File: config.mk
export PLATFORM = sky130hd
export DESIGN_NAME = stc_split_timer
export DESIGN_NICKNAME = d
export VERILOG_FILES = /design/src/stc_prescaler.v /design/src/stc_byte_timer.v /design/src/stc_split_timer.v
export VERILOG_INCLUDE_DIRS = /design/src
export SDC_FILE = /design/constraint.sdc
export NUM_CORES = 1
export LEC_CHECK = 0
export BUFFER_PORTS_ARGS = -buffer_cell sky130_fd_sc_hd__buf_2
export CORE_MARGIN = 1.5
export CORE_UTILIZATION = 45
export CTS_CLUSTER_DIAMETER = 40
export CTS_CLUSTER_SIZE = 30
export DETAILED_ROUTE_END_ITERATION = 12
export PLACE_DENSITY_LB_ADDON = 0.2
export SLEW_MARGIN = 10
export SYNTH_ARGS = -nofsm -noshare
export SYNTH_HDL_FRONTEND = slang
export SYNTH_SLANG_ARGS = --single-unit
File: constraint.sdc
create_clock -name clk -period 1.9 [get_ports clk]
set_input_delay 0 -clock clk [delete_from_list [all_inputs] [get_ports clk]]
set_output_delay 0 -clock clk [all_outputs]
set_load 0.05 [all_outputs]
File: src/stc_defs.vh
/*
  register indices, field positions, reset values and command codes of the
  split timer control block.
  assumes: included by bare name from every design file of the block.
*/
`ifndef STC_DEFS_VH
`define STC_DEFS_VH

// register indices; byte address is four times the index
`define STC_IDX_CLKEN 6'h00
`define STC_IDX_OUTEN 6'h01
`define STC_IDX_OUTVAL 6'h02
`define STC_IDX_SPLIT 6'h03
`define STC_IDX_CMDCLR 6'h04
`define STC_IDX_CMDSET 6'h05
`define STC_IDX_LCNT 6'h20
`define STC_IDX_UCNT 6'h21
`define STC_IDX_LPER 6'h26
`define STC_IDX_UPER 6'h27
`define STC_IDX_CMP_BASE 6'h28
`define STC_IDX_CMP_LAST 6'h2D

// field positions
`define STC_ENABLE_BIT 0
`define STC_DIV_MSB 3
`define STC_DIV_LSB 1
`define STC_SPLIT_BIT 0
`define STC_CMD_MSB 3
`define STC_CMD_LSB 2
`define STC_TGT_MSB 1
`define STC_TGT_LSB 0
`define STC_UPPER_LSB 4

// reset values
`define STC_CLKEN_RST 4'h0
`define STC_OUTEN_RST 6'h00
`define STC_OUTVAL_RST 6'h00
`define STC_TGT_RST 2'h0
`define STC_CNT_RST 8'h00
`define STC_PER_RST 8'hFF
`define STC_CMP_RST 8'h00

// command and target codes
`define STC_CMD_NONE 2'h0
`define STC_CMD_RESTART 2'h2
`define STC_CMD_HARDRST 2'h3
`define STC_TGT_BOTH 2'h3

// prescaler width: largest division is 1024
`define STC_PRE_W 10

`endif

File: src/stc_prescaler.v
/*
  shared prescaler: one-cycle tick at the peripheral clock divided by the
  selected power of two.
  assumes: divSel and run come from registers on the same clock.
*/
`default_nettype none
`include "stc_defs.vh"

module stc_prescaler (
  // clock and reset
  input wire clk,
  input wire srst,
  // control
  input wire run,
  input wire [2:0] divSel,
  // tick out
  output reg tick
);
  reg [`STC_PRE_W-1:0] preCnt;
  reg [`STC_PRE_W-1:0] mask;

  // division mask per select code
  always @* begin
    case (divSel)
      3'h0: mask = 10'h000;
      3'h1: mask = 10'h001;
      3'h2: mask = 10'h003;
      3'h3: mask = 10'h007;
      3'h4: mask = 10'h00F;
      3'h5: mask = 10'h03F;
      3'h6: mask = 10'h0FF;
      3'h7: mask = 10'h3FF;
      default: mask = 10'h000;
    endcase
  end

  // free count while running, tick when all masked bits are set
  always @(posedge clk) begin
    if (srst || !run) begin
      preCnt <= {`STC_PRE_W{1'b0}};
      tick <= 1'b0;
    end else begin
      preCnt <= preCnt + 10'h001;
      tick <= ((preCnt & mask) == mask);
    end
  end
endmodule
`default_nettype wire

File: src/stc_byte_timer.v
/*
  one 8-bit down-counting half: counter, period, three compares and the
  compare waveforms.
  assumes: tick, commands and write strobes are one-cycle pulses on clk.
*/
`default_nettype none
`include "stc_defs.vh"

module stc_byte_timer (
  // clock and reset
  input wire clk,
  input wire srst,
  // timing and commands
  input wire tick,
  input wire restart,
  input wire hardRst,
  // register writes
  input wire wrCnt,
  input wire wrPer,
  input wire [2:0] wrCmp,
  input wire [7:0] wrData,
  // state
  output reg [7:0] cnt,
  output reg [7:0] per,
  output reg [23:0] cmp,
  output reg [2:0] wave
);
  integer i;
  integer j;

  // counter: a register write beats count, clear and reload
  always @(posedge clk) begin
    if (srst) begin
      cnt <= `STC_CNT_RST;
    end else if (wrCnt) begin
      cnt <= wrData;
    end else if (hardRst || restart) begin
      cnt <= `STC_CNT_RST;
    end else if (tick) begin
      cnt <= (cnt == 8'h00) ? per : cnt - 8'h01;
    end
  end

  // period and compare values
  always @(posedge clk) begin
    if (srst || hardRst) begin
      per <= `STC_PER_RST;
      cmp <= {3{`STC_CMP_RST}};
    end else begin
      if (wrPer) begin
        per <= wrData;
      end
      for (i = 0; i < 3; i = i + 1) begin
        if (wrCmp[i]) begin
          cmp[i*8 +: 8] <= wrData;
        end
      end
    end
  end

  // single-slope compare waveforms
  always @(posedge clk) begin
    if (srst || hardRst || restart) begin
      wave <= 3'h0;
    end else begin
      for (j = 0; j < 3; j = j + 1) begin
        wave[j] <= (cmp[j*8 +: 8] > cnt);
      end
    end
  end
endmodule
`default_nettype wire

File: src/stc_split_timer.v
/*
  split timer control: classic wishbone register slave, prescaler, command
  decode, two 8-bit halves and the six waveform outputs.
  register map, byte address four times the index:
  0x00 divider select and enable, 0x04 output enables, 0x08 output values,
  0x0C split select, 0x10 target clear, 0x14 target set and command,
  0x80 and 0x84 counters, 0x98 and 0x9C periods, 0xA0 to 0xB4 compares;
  the counter, period and compare words answer only while split is set.
  assumes: a classic wishbone master on clk; waveform outputs and override
  enables feed a port multiplexer outside.
  limits: the compare wave is a plain level, cmp above cnt, and a hard
  reset touches only the two halves, not the control registers.
  command bits are never stored; they act as one-cycle pulses.
*/
// Our own choice: the Wishbone interface to the registers.
`default_nettype none
`include "stc_defs.vh"

// Function
// - divider select gives 1 to 1024 tick
// - enable bit runs timer only while split bit is set, resets to stopped
// - upper enable replaces port on upper output
// - lower enable replaces port on lower output
// - stopped: upper value bits drive upper outputs
// - stopped: lower value bits drive lower outputs
// - split bit makes two 8-bit timers
// - clear register clears bits written one
// - set register sets bits written one
// - command field always reads zero
// - restart, hard reset unless enabled
// - target code three selects both halves
// - counter writes beat count and reload
module stc_split_timer (
  // clock and reset
  input wire clk,
  input wire srst,
  // wishbone slave
  input wire cyc_i,
  input wire stb_i,
  input wire we_i,
  input wire [7:0] adr_i,
  input wire [3:0] sel_i,
  input wire [31:0] dat_i,
  output reg [31:0] dat_o,
  output reg ack_o,
  // waveform outputs and port override enables
  output reg [2:0] waveOutLower,
  output reg [2:0] waveOutUpper,
  output reg [2:0] overrideLower,
  output reg [2:0] overrideUpper
);
  // control registers
  reg [3:0] clkEnable;
  reg [5:0] outEnable;
  reg [5:0] outValue;
  reg dualSelect;
  reg [1:0] targetSelect;

  // command pulses
  reg restartPulse;
  reg hardRstPulse;

  // bus decode and write strobes
  wire [5:0] idx;
  wire busReq;
  wire wrStb;
  wire rdStb;
  wire splitWr;
  wire wrCntLower;
  wire wrCntUpper;
  wire wrPerLower;
  wire wrPerUpper;
  wire wrCmdClr;
  wire wrCmdSet;
  wire cmdBoth;
  wire hardRstOk;
  wire timerOn;
  wire tick;
  wire [1:0] cmdIn;
  reg [1:0] next_target;
  wire cmpHit;
  wire [2:0] cmpNum;
  wire cmpUpper;
  wire [2:0] wrCmpLower;
  wire [2:0] wrCmpUpper;

  // state of the two halves
  wire [7:0] cntLower;
  wire [7:0] cntUpper;
  wire [7:0] perLower;
  wire [7:0] perUpper;
  wire [23:0] cmpLower;
  wire [23:0] cmpUpper8;
  wire [2:0] waveLower;
  wire [2:0] waveUpper;
  reg [7:0] rdByte;
  reg [2:0] next_waveLower;
  reg [2:0] next_waveUpper;

  // bus decode; a write lands on the edge that raises ack
  assign idx = adr_i[7:2];
  assign busReq = cyc_i && stb_i && !ack_o;
  assign wrStb = busReq && we_i && sel_i[0];
  assign rdStb = busReq && !we_i;
  assign cmdIn = dat_i[`STC_CMD_MSB:`STC_CMD_LSB];

  // halves count only while enabled and split
  assign timerOn = clkEnable[`STC_ENABLE_BIT] && dualSelect;

  // split-map and command strobes; the split map answers only while split
  assign splitWr = wrStb && dualSelect;
  assign wrCntLower = splitWr && idx == `STC_IDX_LCNT;
  assign wrCntUpper = splitWr && idx == `STC_IDX_UCNT;
  assign wrPerLower = splitWr && idx == `STC_IDX_LPER;
  assign wrPerUpper = splitWr && idx == `STC_IDX_UPER;
  assign wrCmdClr = wrStb && idx == `STC_IDX_CMDCLR;
  assign wrCmdSet = wrStb && idx == `STC_IDX_CMDSET;
  // a command acts only with both halves selected after this write
  assign cmdBoth = wrCmdSet && next_target == `STC_TGT_BOTH;
  // hard reset is refused while the enable bit is set
  assign hardRstOk = !clkEnable[`STC_ENABLE_BIT];

  // compare register decode, lower at even and upper at odd index
  assign cmpHit = dualSelect && (idx >= `STC_IDX_CMP_BASE) &&
    (idx <= `STC_IDX_CMP_LAST);
  assign cmpNum = idx[3:1] - 3'h4;
  assign cmpUpper = idx[0];
  assign wrCmpLower = (wrStb && cmpHit && !cmpUpper) ?
    (3'h1 << cmpNum) : 3'h0;
  assign wrCmpUpper = (wrStb && cmpHit && cmpUpper) ?
    (3'h1 << cmpNum) : 3'h0;

  // target select after this cycle's clear or set write
  // only one of the two registers is written per cycle, so they never meet
  always @* begin
    next_target = targetSelect;
    if (wrCmdClr) begin
      next_target = targetSelect & ~dat_i[`STC_TGT_MSB:`STC_TGT_LSB];
    end else if (wrCmdSet) begin
      next_target = targetSelect | dat_i[`STC_TGT_MSB:`STC_TGT_LSB];
    end
  end

  // shared prescaler for both halves
  stc_prescaler prescaler (
    .clk(clk),
    .srst(srst),
    .run(timerOn),
    .divSel(clkEnable[`STC_DIV_MSB:`STC_DIV_LSB]),
    .tick(tick)
  );

  // lower half
  stc_byte_timer lowerHalf (
    .clk(clk),
    .srst(srst),
    .tick(tick),
    .restart(restartPulse),
    .hardRst(hardRstPulse),
    .wrCnt(wrCntLower),
    .wrPer(wrPerLower),
    .wrCmp(wrCmpLower),
    .wrData(dat_i[7:0]),
    .cnt(cntLower),
    .per(perLower),
    .cmp(cmpLower),
    .wave(waveLower)
  );

  // upper half
  stc_byte_timer upperHalf (
    .clk(clk),
    .srst(srst),
    .tick(tick),
    .restart(restartPulse),
    .hardRst(hardRstPulse),
    .wrCnt(wrCntUpper),
    .wrPer(wrPerUpper),
    .wrCmp(wrCmpUpper),
    .wrData(dat_i[7:0]),
    .cnt(cntUpper),
    .per(perUpper),
    .cmp(cmpUpper8),
    .wave(waveUpper)
  );

  // control register writes
  always @(posedge clk) begin
    if (srst) begin
      clkEnable <= `STC_CLKEN_RST;
      outEnable <= `STC_OUTEN_RST;
      outValue <= `STC_OUTVAL_RST;
      dualSelect <= 1'b0;
      targetSelect <= `STC_TGT_RST;
    end else begin
      targetSelect <= next_target;
      if (wrStb) begin
        case (idx)
          `STC_IDX_CLKEN: begin
            clkEnable <= dat_i[3:0];
          end
          `STC_IDX_OUTEN: begin
            outEnable <= {dat_i[6:4], dat_i[2:0]};
          end
          `STC_IDX_OUTVAL: begin
            outValue <= {dat_i[6:4], dat_i[2:0]};
          end
          `STC_IDX_SPLIT: begin
            dualSelect <= dat_i[`STC_SPLIT_BIT];
          end
          default: begin
            clkEnable <= clkEnable;
          end
        endcase
      end
    end
  end

  // command decode from the set register; the clear side only clears
  always @(posedge clk) begin
    if (srst) begin
      restartPulse <= 1'b0;
      hardRstPulse <= 1'b0;
    end else begin
      restartPulse <= 1'b0;
      hardRstPulse <= 1'b0;
      if (cmdBoth) begin
        case (cmdIn)
          `STC_CMD_RESTART: begin
            restartPulse <= 1'b1;
          end
          `STC_CMD_HARDRST: begin
            hardRstPulse <= hardRstOk;
          end
          default: begin
            restartPulse <= 1'b0;
          end
        endcase
      end
    end
  end

  // read multiplexer; split-map registers read zero unless split
  always @* begin
    rdByte = 8'h00;
    case (idx)
      `STC_IDX_CLKEN: rdByte = {4'h0, clkEnable};
      `STC_IDX_OUTEN: rdByte = {1'b0, outEnable[5:3], 1'b0, outEnable[2:0]};
      `STC_IDX_OUTVAL: rdByte = {1'b0, outValue[5:3], 1'b0, outValue[2:0]};
      `STC_IDX_SPLIT: rdByte = {7'h00, dualSelect};
      `STC_IDX_CMDCLR: rdByte = {6'h00, targetSelect};
      `STC_IDX_CMDSET: rdByte = {6'h00, targetSelect};
      `STC_IDX_LCNT: rdByte = dualSelect ? cntLower : 8'h00;
      `STC_IDX_UCNT: rdByte = dualSelect ? cntUpper : 8'h00;
      `STC_IDX_LPER: rdByte = dualSelect ? perLower : 8'h00;
      `STC_IDX_UPER: rdByte = dualSelect ? perUpper : 8'h00;
      default: begin
        if (cmpHit && cmpUpper) begin
          rdByte = cmpUpper8[cmpNum*8 +: 8];
        end else if (cmpHit) begin
          rdByte = cmpLower[cmpNum*8 +: 8];
        end
      end
    endcase
  end

  // single-cycle acknowledge, read data captured with it
  always @(posedge clk) begin
    if (srst) begin
      ack_o <= 1'b0;
      dat_o <= 32'h00000000;
    end else begin
      ack_o <= busReq;
      if (rdStb) begin
        dat_o <= {24'h000000, rdByte};
      end
    end
  end

  // output levels: compare waves while running, value bits while stopped
  always @* begin
    if (timerOn) begin
      next_waveLower = waveLower;
      next_waveUpper = waveUpper;
    end else begin
      next_waveLower = outValue[2:0];
      next_waveUpper = outValue[5:3];
    end
  end

  // registered waveform outputs and port override enables
  always @(posedge clk) begin
    if (srst) begin
      waveOutLower <= 3'h0;
      waveOutUpper <= 3'h0;
      overrideLower <= 3'h0;
      overrideUpper <= 3'h0;
    end else begin
      overrideLower <= outEnable[2:0];
      overrideUpper <= outEnable[5:3];
      waveOutLower <= next_waveLower;
      waveOutUpper <= next_waveUpper;
    end
  end
endmodule
`default_nettype wire

==> metrics.md, run 1 <==
| Metric | Value |
|---|---|
| Type of the worst min-delay path | `in -> reg` |
| Proportion of power drawn by the clock network | `49.0%` |
| Total number of nets in the final design | `1,126` |
| Fraction of registers with async set or reset after synthesis | `0%` |
| Distinct cell type count after synthesis | `72` |
| Insertion delay to the later sink of the worst-skew pair | `0.44 ns` |
| Syn Area/Cell | `8.66 um^2` |
| Root buffer selected by CTS | `sky130_fd_sc_hd__clkbuf_16` |
| I/O Buffers | `40` |
| Weighted congestion reported at the end of routability-driven placement | `0.930` |
| Horizontal die dimension | `137 um` |
| Instance count of the mapped netlist | `939` |
| Row count | `48` |
| Number of buffers on the longest clock path | `2` |
| Final worst setup slack | `-0.0182 ns` |
| Area of the die | `18,900 um^2` |
| Count of flip-flops with a built-in enable after synthesis | `0` |
| Total via count in the routed design | `7,228` |
| Routed wire length | `24.6 mm` |
| Number of hold-slack violations in the final timing report | `0` |
| Fraction of the yosys area taken by sequential cells | `36.0%` |
| Relative contribution of sequential cells to total power | `43.7%` |
| Status | `finished, violations left` |
| Reported net switching power | `0.00195 W` |
| Max_cap viols | `0` |
| Worst path slowest cell | `sky130_fd_sc_hd__or4_4` |
| Pin count of the biggest net entering global routing | `49` |
| Number of warning messages in the yosys log | `0` |
| CP Capture Type | `flip-flop` |
| Number of failing setup endpoints in the final timing report | `3` |
| Critical path start-end classification | `reg -> reg` |
| Synth Register Bits | `146` |
| Top_reg_cell synth | `sky130_fd_sc_hd__dfxtp_1` |
| Critical-path cell list | `or4_4, or3_4, buf_6, mux2i_1, a21o_1, a221oi_2` |
| Placement-stage worst setup slack | `-0.0645 ns` |
| DPL Wire Length | `17.7 mm` |
| P per Cell Area | `722 nW/um^2` |
| Part of the cycle the worst path needs | `101%` |
| Total overflow reported by the global router | `0` |
| Maximum clock rate | `521 MHz` |
| Relative area change from synthesis to final layout | `19.7%` |
| Layer with the highest usage | `met2` |
| Met1 Use GR | `37.8%` |
| WP data required | `2.25 ns` |
| Layout cells sized above 1 | `21.3%` |
| Count of clock tree sinks | `146` |
| Starting density of the core | `46.5%` |
| Longest individual stage delay on the worst path | `0.53 ns` |
| Register clock-pin slew on the reported worst setup and hold paths | `0.07 ns` |
| WL per Instance | `19.5 um` |
| Number of top-level design ports | `94` |
| Clock tree from TritonCTS | `built` |
| Number of antenna violations at the first check in global routing | `0` |
| Count of antenna-violating nets left after detailed routing | `0` |
| Clock skew | `0.00830 ns` |
| DP Area | `8950 um^2` |
| Worst-path maximum fanout | `7` |
| DRT iter0 DRCs | `565` |
| Length of the first detailed-routing pass in iterations | `7` |
| Violated checks | `negative setup slack` |
| Final worst path period need | `1.92 ns` |
| Overall fraction of global-route tracks in use | `26.9%` |
| Number of pins with negative max-slew slack in the final report | `0` |
| Worst-case headroom to the max-slew limit | `45.9%` |
| Power share of the combinational group | `7.2%` |
| Layout Cell Area excl Fill | `9730 um^2` |
| Slew @ Worst Pin | `0.805 ns` |
| Vertical extent of the die | `137 um` |
| Wire length of the first global-routing pass | `37.9 mm` |
| Vias in the first global route | `6,642` |
| Met2 routing resource usage after global routing | `40.3%` |
| Diodes inserted | `0` |
| Met3 capacity usage during global routing | `6.25%` |
| Internal power consumption | `0.00508 W` |
| Net Sw Frac | `27.8%` |
| Worst EP arrival | `2.27 ns` |
| Sum of buffers and inverters on the critical path | `1` |
| Largest vdd supply drop | `0.644 mV` |
| Maximum level of the CTS H-tree | `4` |
| Area of the mapped netlist | `8130 um^2` |
| CTS buffer count | `17` |
| Drt drc | `0` |
| RSZ-0062 raised after global routing | `true` |
| Leakage power of the design | `3.93 nW` |
| Top Family by Delay on Critical Path | `simple AND/OR/NAND/NOR gates` |
| Core Area | `17,500 um^2` |
| Post-DR vias/cell | `5.73` |
| Element type at the critical path start | `flip-flop` |
-- cells in the final DEF (no fill, tap or decap), types with 17 or more instances in the layout --
cell and count:
sky130_fd_sc_hd__buf_4 78, sky130_fd_sc_hd__ha_1 51, sky130_fd_sc_hd__nor2b_1 22, sky130_fd_sc_hd__nand2_1 81
sky130_fd_sc_hd__a21oi_1 63, sky130_fd_sc_hd__dfxtp_1 140, sky130_fd_sc_hd__o21ai_0 40, sky130_fd_sc_hd__buf_2 40
sky130_fd_sc_hd__mux2i_1 76, sky130_fd_sc_hd__nor2_1 82, sky130_fd_sc_hd__clkbuf_16 17, sky130_fd_sc_hd__inv_1 34
sky130_fd_sc_hd__conb_1 24, sky130_fd_sc_hd__nand3_1 41
-- metrics by stage --
step / hold slack [ns] / setup TNS [ns] / util (%) / total power [W] / cells
3_3_place_gp: 0.437 / -0.320 / 51.2 / 0.00363 / 1226
5_1_grt: 0.0157 / -0.317 / 55.7 / 0.00724 / 1262
6_report: 0.0174 / -0.0309 / 55.7 / 0.00703 / 1262
3_5_place_dp: 0.453 / -0.556 / 51.2 / 0.00363 / 1226
2_1_floorplan: 0.140 / -0.799 / - / 0.00350 / 962
4_1_cts: 0.00592 / -0.0423 / 55.1 / 0.00706 / 1261
-- state kept, by name, indices dropped and copies added (netlist names), 4 cells and up --
register          count
lowerHalf.cmp        24
upperHalf.cmp        24
prescaler.preCnt     10
dat_o                 8
lowerHalf.cnt         8
lowerHalf.per         8
upperHalf.cnt         8
upperHalf.per         8
prescaler.mask        7
outEnable             6
outValue              6
clkEnable             4
-- worst paths after layout --
kind	from	to	slack [ns]	depth (start not counted)
worst min register to register	upperHalf.cmp[0]	upperHalf.cmp[0]	0.46	2
worst max-delay path	lowerHalf.cnt[5]	lowerHalf.cnt[2]	-0.02	6
worst max register to register	lowerHalf.cnt[5]	lowerHalf.cnt[2]	-0.02	6
worst min-delay path	dat_i[7]	upperHalf.cmp[7]	0.02	3
-- power groups by stage --
stage	logic, W	registers (W)	clock network (W)
after global routing	0.000531	0.00307	0.00363
final	0.000509	0.00307	0.00344
after global placement	0.000489	0.00314	0
after detailed placement	0.000487	0.00314	0
after CTS	0.000494	0.00307	0.00349
after floorplan	0.000331	0.00317	0
-- Yosys cell counts (4+ instances only) --
| cell | n | area, um^2 |
|---|---|---|
| sky130_fd_sc_hd__clkbuf_1 | 38 | 143 |
| sky130_fd_sc_hd__ha_1 | 53 | 663 |
| sky130_fd_sc_hd__o221a_2 | 8 | 90.1 |
| sky130_fd_sc_hd__a21o_1 | 4 | 30.0 |
| sky130_fd_sc_hd__a31oi_1 | 5 | 31.3 |
| sky130_fd_sc_hd__xor2_1 | 5 | 43.8 |
| sky130_fd_sc_hd__a22o_1 | 16 | 140 |
| sky130_fd_sc_hd__nor3_1 | 15 | 75.1 |
| sky130_fd_sc_hd__buf_2 | 14 | 70.1 |
| sky130_fd_sc_hd__nor4_1 | 6 | 37.5 |
| sky130_fd_sc_hd__mux2_2 | 9 | 101 |
| sky130_fd_sc_hd__or2_2 | 6 | 37.5 |
| sky130_fd_sc_hd__a211oi_1 | 8 | 60.1 |
| sky130_fd_sc_hd__or3_1 | 4 | 25.0 |
| sky130_fd_sc_hd__nor2b_1 | 22 | 138 |
| sky130_fd_sc_hd__a21oi_1 | 63 | 315 |
| sky130_fd_sc_hd__xnor2_1 | 11 | 96.3 |
| sky130_fd_sc_hd__mux2i_1 | 78 | 781 |
| sky130_fd_sc_hd__o21a_1 | 6 | 45.0 |
| sky130_fd_sc_hd__and3_1 | 5 | 31.3 |
| sky130_fd_sc_hd__a221o_1 | 5 | 50.1 |
| sky130_fd_sc_hd__buf_4 | 26 | 195 |
| sky130_fd_sc_hd__inv_1 | 37 | 139 |
| sky130_fd_sc_hd__a221oi_1 | 14 | 123 |
| sky130_fd_sc_hd__dfxtp_1 | 146 | 2920 |
| sky130_fd_sc_hd__nand3_1 | 41 | 205 |
| sky130_fd_sc_hd__o21ai_0 | 42 | 210 |
| sky130_fd_sc_hd__nand2b_1 | 8 | 50.1 |
| sky130_fd_sc_hd__nor2_1 | 83 | 312 |
| sky130_fd_sc_hd__nand2_1 | 82 | 308 |
| sky130_fd_sc_hd__nand4_1 | 16 | 100 |
-- per-layer routing --
metal / part of all wire [%] / up-vias
li1: - / 3490
met1: 46 / 3407
met2: 44 / 286
met3: 7.4 / 45
met4: 2.8 / 0
met5: 0 / -
-- cell type report --
| type | count | area, um^2 |
|---|---|---|
| tap | 225 | 282 |
| clock buffer | 17 | 425 |
| clock inverter | 15 | 188 |
| sequential | 146 | 2940 |
| multi-input combinational | 694 | 4840 |
| timing repair buffer | 126 | 901 |
| inverter | 39 | 151 |
| fill | 1621 | 7750 |
-- what timing repair did --
item                                   CTS  global route
endpoints found under the hold margin    1             0
setup endpoints to repair               21            71
resized for setup                        8            24
buffers inserted                         2             1
hold buffers                             1             0
pin swaps                                2             9
-- worst register-to-register path, delay by kind of cell, from the launching register on --
family                 cells  cell delay [ns]
AND/OR/NAND/NOR            2             0.88
AO/OA/AOI/OAI              2             0.38
multiplexers               1             0.12
flip-flops                 1             0.31
buffers and inverters      1             0.15
-- cells by family after synthesis --
group / count (synthesis) / share of synthesized area (%)
compound gates: 200 / 16.6
xor+xnor: 16 / 1.72
fa+ha+maj: 53 / 8.16
buf+inv: 122 / 7.33
flops: 146 / 36.0
mux: 87 / 10.9
other cells: 1 / 0.0461
simple gates: 314 / 19.3
Note: power is estimated with default switching activity, not from simulation.
==> inputs of run 2 (changes only) <==
Settings changed: BUFFER_PORTS_ARGS -buffer_cell sky130_fd_sc_hd__buf_2 to -buffer_cell sky130_fd_sc_hd__buf_4.
==> run 2 against run 1 <==
Net effect: the flow still finishes with violations (negative setup slack); fmax is 1.8% lower; sequential cell count unchanged; register-to-register slack worse by 0.04 ns; count of clock-buffer cells in the layout did not move; critical path type unchanged; highest routed layer unchanged.
==> metrics.md, run 2 (synthesized netlist as in run 1, its figures left out) <==
| Metric | Value |
|---|---|
| CP Capture Type | `flip-flop` |
| Drt drc | `0` |
| RSZ-0062 raised after global routing | `true` |
| Critical path start-end classification | `reg -> reg` |
| Status | `finished, violations left` |
| P per Cell Area | `702 nW/um^2` |
| Max_cap viols | `0` |
| Met2 routed WL | `10.8 mm` |
| Area of the multi-input gates | `4780 um^2` |
| Commonest non-fill, non-tap cell in the layout | `sky130_fd_sc_hd__dfxtp_1` |
| Total routed wire length on the met1 layer | `11.0 mm` |
| Worst path slowest cell | `sky130_fd_sc_hd__or4_4` |
| Worst setup path endpoint | `lowerHalf.cnt[3]` |
| Cell count along the critical path | `6` |
| Fillcell total | `1,609` |
| Maximum level of the CTS H-tree | `4` |
| Vertical extent of the die | `137 um` |
| Number of pins with negative max-slew slack in the final report | `0` |
| Leakage power of the design | `3.90 nW` |
| Post-DR vias/cell | `5.76` |
| Total via count in the routed design | `7,266` |
| I/O Buffers | `40` |
| Sum of buffers and inverters on the critical path | `1` |
| Pwr Total | `0.00684 W` |
| Violated checks | `negative setup slack` |
| Register cell area after layout | `2940 um^2` |
| Type of the worst min-delay path | `in -> reg` |
| Diodes inserted | `0` |
| DPL Wire Length | `17.4 mm` |
| Number of buffers on the longest clock path | `2` |
| Area of the die | `18,900 um^2` |
| Worst EP arrival | `2.30 ns` |
| Largest registers | `lowerHalf.cmp x24, upperHalf.cmp x24, prescaler.preCnt x10` |
| Insertion delay to the later sink of the worst-skew pair | `0.43 ns` |
| Relative area change from synthesis to final layout | `20.0%` |
| Top Family by Delay on Critical Path | `simple AND/OR/NAND/NOR gates` |
| Layout cells sized above 1 | `20.2%` |
| Length of the first detailed-routing pass in iterations | `6` |
| Routed wire length | `24.5 mm` |
| Largest vdd supply drop | `0.655 mV` |
| Clock skew | `0.0122 ns` |
| Critical-path cell list | `or4_4, or3_4, buf_6, mux2i_1, a21o_1, a221oi_2` |
| Horizontal die dimension | `137 um` |
| Total overflow reported by the global router | `0` |
| Number of top-level design ports | `94` |
| Weighted congestion reported at the end of routability-driven placement | `0.907` |
| Final core occ | `55.8%` |
| WP data required | `2.24 ns` |
| Logic depth of the worst register-to-register path | `6` |
| Count of clock tree sinks | `146` |
| Number of failing setup endpoints in the final timing report | `4` |
| Final worst setup slack | `-0.0540 ns` |
| Slew @ Worst Pin | `0.535 ns` |
| WL per Instance | `19.4 um` |
| Wire length of the first global-routing pass | `38.1 mm` |
| Clock tree from TritonCTS | `built` |
| End of the worst register-to-register path | `lowerHalf.cnt[3]` |
| Core Area | `17,500 um^2` |
| Highest signal layer in the routed design | `met4` |
| R2r setup slk | `-0.05 ns` |
| Number of antenna violations at the first check in global routing | `0` |
| Starting density of the core | `46.5%` |
| Count of antenna-violating nets left after detailed routing | `0` |
| Root buffer selected by CTS | `sky130_fd_sc_hd__clkbuf_16` |
| Overall fraction of global-route tracks in use | `27.0%` |
| Final worst path period need | `1.95 ns` |
| Total number of nets in the final design | `1,126` |
| Number of hold-slack violations in the final timing report | `0` |
| Crit path launch | `lowerHalf.cnt[5]` |
| Register clock-pin slew on the reported worst setup and hold paths | `0.07 ns` |
| Vias in the first global route | `6,738` |
| Part of the cycle the worst path needs | `103%` |
| Pin count of the biggest net entering global routing | `49` |
| CTS buffer count | `17` |
| Launch point of the worst reg-to-reg path | `lowerHalf.cnt[5]` |
| DRT iter0 DRCs | `571` |
| Maximum clock rate | `512 MHz` |
| Element type at the critical path start | `flip-flop` |
| Wire length on met3 | `1.93 mm` |
| Commonest non-fill, non-tap cells in the layout | `sky130_fd_sc_hd__dfxtp_1, sky130_fd_sc_hd__buf_4, sky130_fd_sc_hd__nand2_1, sky130_fd_sc_hd__nor2_1, sky130_fd_sc_hd__mux2i_1` |
| Longest individual stage delay on the worst path | `0.54 ns` |
| Row count | `48` |
| Worst hold stages | `4` |
| Worst-path maximum fanout | `7` |
| Worst-case headroom to the max-slew limit | `64.0%` |
## run 2: layout make-up
| cell class | instances | area share [%] |
|---|---|---|
| tap | 225 | 2.89 |
| timing repair buffer | 126 | 10.6 |
| inverter | 39 | 1.55 |
| clock buffer | 17 | 4.36 |
| multi-input combinational | 694 | 49.1 |
| clock inverter | 15 | 1.40 |
| sequential | 146 | 30.1 |
## run 2: power by group
part / leakage (nW) / switching [W] / total [W] / internal [W]
Sequential: 1.18 / 0.00000834 / 0.00307 / 0.00307
Combinational: 2.43 / 0.000384 / 0.000515 / 0.000131
Clock: 0.283 / 0.00152 / 0.00326 / 0.00173
## run 2: routing by layer
| layer | vias to the layer above | global-route usage, % |
|---|---|---|
| li1 | 3500 | - |
| met1 | 3453 | 36.6 |
| met2 | 270 | 41.4 |
| met3 | 43 | 5.78 |
| met4 | 0 | 11.4 |
| met5 | - | 0 |
## run 2: what timing repair did
| action | CTS | global route |
|---|---|---|
| hold endpoints to repair | 67 | 0 |
| setup buffers | 1 | 3 |
| pin swaps | 1 | 3 |
| gates resized for setup | 6 | 13 |
| setup endpoints to repair | 5 | 41 |
| hold buffers | 9 | 0 |
## run 2: worst min-delay path by stage
stage,end,startpoint,slack [ns]
finish,dat_o[1],adr_i[6],0.06
global route,ack_o,stb_i,0.10
detailed placement,restartPulse,dat_i[2],0.37
global placement,restartPulse,dat_i[2],0.36
CTS,dat_o[1],adr_i[6],0.03
floorplan,upperHalf.cnt[4],dat_i[4],0.14
## run 2: worst register-to-register path, delay by kind of cell (launching register included)
kind,cells,cell delay (ns)
AOI/OAI and AO/OA,2,0.39
buffers and inverters,1,0.15
DFF,1,0.32
muxes,1,0.13
and+or+nand+nor,2,0.89
## run 2: through the flow
| stage | setup slack [ns] | TNS [ns] | area, um^2 | cells | hold WS [ns] |
|---|---|---|---|---|---|
| floorplan | -0.0952 | -0.799 | 8260 | 962 | 0.140 |
| global placement | -0.0329 | -0.129 | 9010 | 1217 | 0.363 |
| detailed placement | -0.0998 | -0.320 | 9010 | 1217 | 0.367 |
| CTS | -0.0526 | -0.152 | 9700 | 1259 | 0.0297 |
| global route | -0.129 | -0.478 | 9750 | 1262 | 0.100 |
| finish | -0.0540 | -0.140 | 9750 | 1262 | 0.0628 |
==> inputs of run 3 (changes only) <==
Settings changed: CORE_MARGIN 1.5 to 2, SETUP_SLACK_MARGIN from default to 0.4.
==> run 3 against run 2 <==
Net effect: critical path depth did not move; sequential share of layout area fell by 4.6 points; first-iteration DRC count rose by 7.9%; clock power rose by 9.8%; final cell count rose by 3.9%; via count rose by 6.5%; sequential cell count did not move; total power rose by 6.1%; critical path type unchanged; the flow still finishes with violations (negative setup slack); largest power group unchanged; worst setup slack improved by 0.030 ns.
==> metrics.md, run 3 (synthesized netlist as in run 1, its figures left out) <==
| Metric | Value |
|---|---|
| Reported net switching power | `0.00191 W` |
| Total overflow reported by the global router | `0` |
| Leakage power of the design | `4.42 nW` |
| P per Cell Area | `627 nW/um^2` |
| WP data required | `2.25 ns` |
| CP Capture Type | `flip-flop` |
| Worst EP arrival | `2.27 ns` |
| Sum of buffers and inverters on the critical path | `2` |
| Drt drc | `0` |
| Layer with the highest usage | `met2` |
| Maximum level of the CTS H-tree | `4` |
| Overall fraction of global-route tracks in use | `27.7%` |
| Starting density of the core | `45.6%` |
| Met2 routing resource usage after global routing | `45.6%` |
| Worst-case headroom to the max-slew limit | `32.6%` |
| Relative contribution of sequential cells to total power | `42.3%` |
| Final worst path period need | `1.92 ns` |
| Met1 Use GR | `36.3%` |
| Row count | `49` |
| Placed insts | `1,219` |
| Wire length of the first global-routing pass | `41.7 mm` |
| Number of hold-slack violations in the final timing report | `0` |
| Length of the first detailed-routing pass in iterations | `5` |
| Relative area change from synthesis to final layout | `42.5%` |
| Horizontal die dimension | `138 um` |
| Count of antenna-violating nets left after detailed routing | `0` |
| Critical-path cell list | `or4_4, buf_4, buf_6, or3_4, a21o_1, a221oi_2` |
| Largest vdd supply drop | `0.796 mV` |
| Register clock-pin slew on the reported worst setup and hold paths | `0.06 ns` |
| DRT iter0 DRCs | `616` |
| I/O Buffers | `40` |
| Diodes inserted | `0` |
| Element type at the critical path start | `flip-flop` |
| Setup TNS after final layout | `-0.0535 ns` |
| Largest registers | `lowerHalf.cmp x24, upperHalf.cmp x24, prescaler.preCnt x10` |
| Power share of the combinational group | `8.4%` |
| Worst-path maximum fanout | `2` |
| Type of the worst min-delay path | `in -> reg` |
| DP Area | `9090 um^2` |
| Core Area | `17,800 um^2` |
| Slew @ Worst Pin | `1.01 ns` |
| Commonest non-fill, non-tap cells in the layout | `sky130_fd_sc_hd__dfxtp_1, sky130_fd_sc_hd__buf_4, sky130_fd_sc_hd__nor2_1, sky130_fd_sc_hd__mux2i_1, sky130_fd_sc_hd__nand2_1` |
| Net Sw Frac | `26.3%` |
| Number of pins with negative max-slew slack in the final report | `0` |
| Met3 capacity usage during global routing | `6.06%` |
| Crit path launch | `lowerHalf.cnt[5]` |
| Insertion delay to the later sink of the worst-skew pair | `0.44 ns` |
| DPL Wire Length | `17.7 mm` |
| Proportion of power drawn by the clock network | `49.3%` |
| Fillcell total | `1,392` |
| Commonest non-fill, non-tap cell in the layout | `sky130_fd_sc_hd__dfxtp_1` |
| Launch point of the worst reg-to-reg path | `lowerHalf.cnt[5]` |
| Non-filler instance count after layout | `1,311` |
| Layout Cell Area excl Fill | `11,600 um^2` |
| Weighted congestion reported at the end of routability-driven placement | `0.918` |
| Number of top-level design ports | `94` |
| Total number of nets in the final design | `1,171` |
| Number of antenna violations at the first check in global routing | `0` |
| Top Family by Delay on Critical Path | `simple AND/OR/NAND/NOR gates` |
| Clock skew | `0.0103 ns` |
| Part of the cycle the worst path needs | `101%` |
| Area of the die | `19,200 um^2` |
| Count of clock tree sinks | `146` |
| Pin count of the biggest net entering global routing | `49` |
| WL per Instance | `21.2 um` |
| Total via count in the routed design | `7,737` |
| Clock tree from TritonCTS | `built` |
| Max_cap viols | `0` |
| Worst path slowest cell | `sky130_fd_sc_hd__or4_4` |
| Longest individual stage delay on the worst path | `0.53 ns` |
| Layout cells sized above 1 | `38.8%` |
| Violated checks | `negative setup slack` |
| CTS buffer count | `17` |
| Critical path start-end classification | `reg -> reg` |
| Maximum clock rate | `520 MHz` |
| RSZ-0062 raised after global routing | `true` |
| Root buffer selected by CTS | `sky130_fd_sc_hd__clkbuf_16` |
| Number of buffers on the longest clock path | `2` |
| Post-DR vias/cell | `5.90` |
| Routed wire length | `27.7 mm` |
| Vertical extent of the die | `138 um` |
| R2r setup slk | `-0.02 ns` |
| Internal power consumption | `0.00535 W` |
| Number of failing setup endpoints in the final timing report | `4` |
| Vias in the first global route | `7,403` |
| Status | `finished, violations left` |
| Final worst setup slack | `-0.0241 ns` |
| Hold Startpoint | `stb_i` |
## run 3: path summary, 6_finish.rpt
path	end	depth (start not counted)
hold reg to reg	waveOutUpper[1]	2
hold / removal	ack_o	4
setup reg to reg	lowerHalf.cnt[6]	6
setup / recovery	lowerHalf.cnt[6]	6
## run 3: worst min-delay path: stages
cell                       delay (ns)
sky130_fd_sc_hd__buf_4           0.12
sky130_fd_sc_hd__nand3b_1        0.17
sky130_fd_sc_hd__buf_6           0.14
sky130_fd_sc_hd__nor2_1          0.04
## run 3: through the flow
step                      setup slack [ns]  utilization, %  hold slack (ns)  power (W)
after global placement             -0.0816            50.9            0.373    0.00364
after global routing               -0.0759            64.9           0.0776    0.00744
after detailed placement           -0.0933            50.9            0.380    0.00364
after floorplan                    -0.0917               -            0.140    0.00350
final                              -0.0241            64.9           0.0756    0.00726
after CTS                          -0.0408            61.3           0.0179    0.00724
## run 3: layout make-up
| type | count | area, um^2 | share of cell area (%) |
|---|---|---|---|
| clock buffers | 19 | 443 | 3.82 |
| clock inverters | 13 | 174 | 1.50 |
| inverters | 39 | 166 | 1.44 |
| multi-input cells | 695 | 5990 | 51.7 |
| flip-flops and latches | 146 | 2950 | 25.5 |
| well taps | 229 | 287 | 2.47 |
| repair buffers | 170 | 1580 | 13.6 |
## run 3: timing repair
item,4_1_cts,5_1_grt
cloned,3,0
hold endpoints to repair,58,0
pin swaps,76,68
buffers inserted,32,16
gates resized for setup,183,110
hold buffers,9,0
setup endpoints to repair,117,122
## run 3: power by group through the flow
| stage | Sequential [W] | Combinational (W) | Clock (W) |
|---|---|---|---|
| global placement | 0.00314 | 0.000494 | 0 |
| global route | 0.00307 | 0.000631 | 0.00374 |
| finish | 0.00307 | 0.000611 | 0.00358 |
| floorplan | 0.00317 | 0.000335 | 0 |
| CTS | 0.00307 | 0.000572 | 0.00360 |
| detailed placement | 0.00314 | 0.000494 | 0 |
## run 3: routing by layer
metal | wire length [um] | up-vias
li1 | - | 3601
met1 | 11800 | 3734
met2 | 13000 | 322
met3 | 1890 | 80
met4 | 1040 | 0
met5 | 0 | -
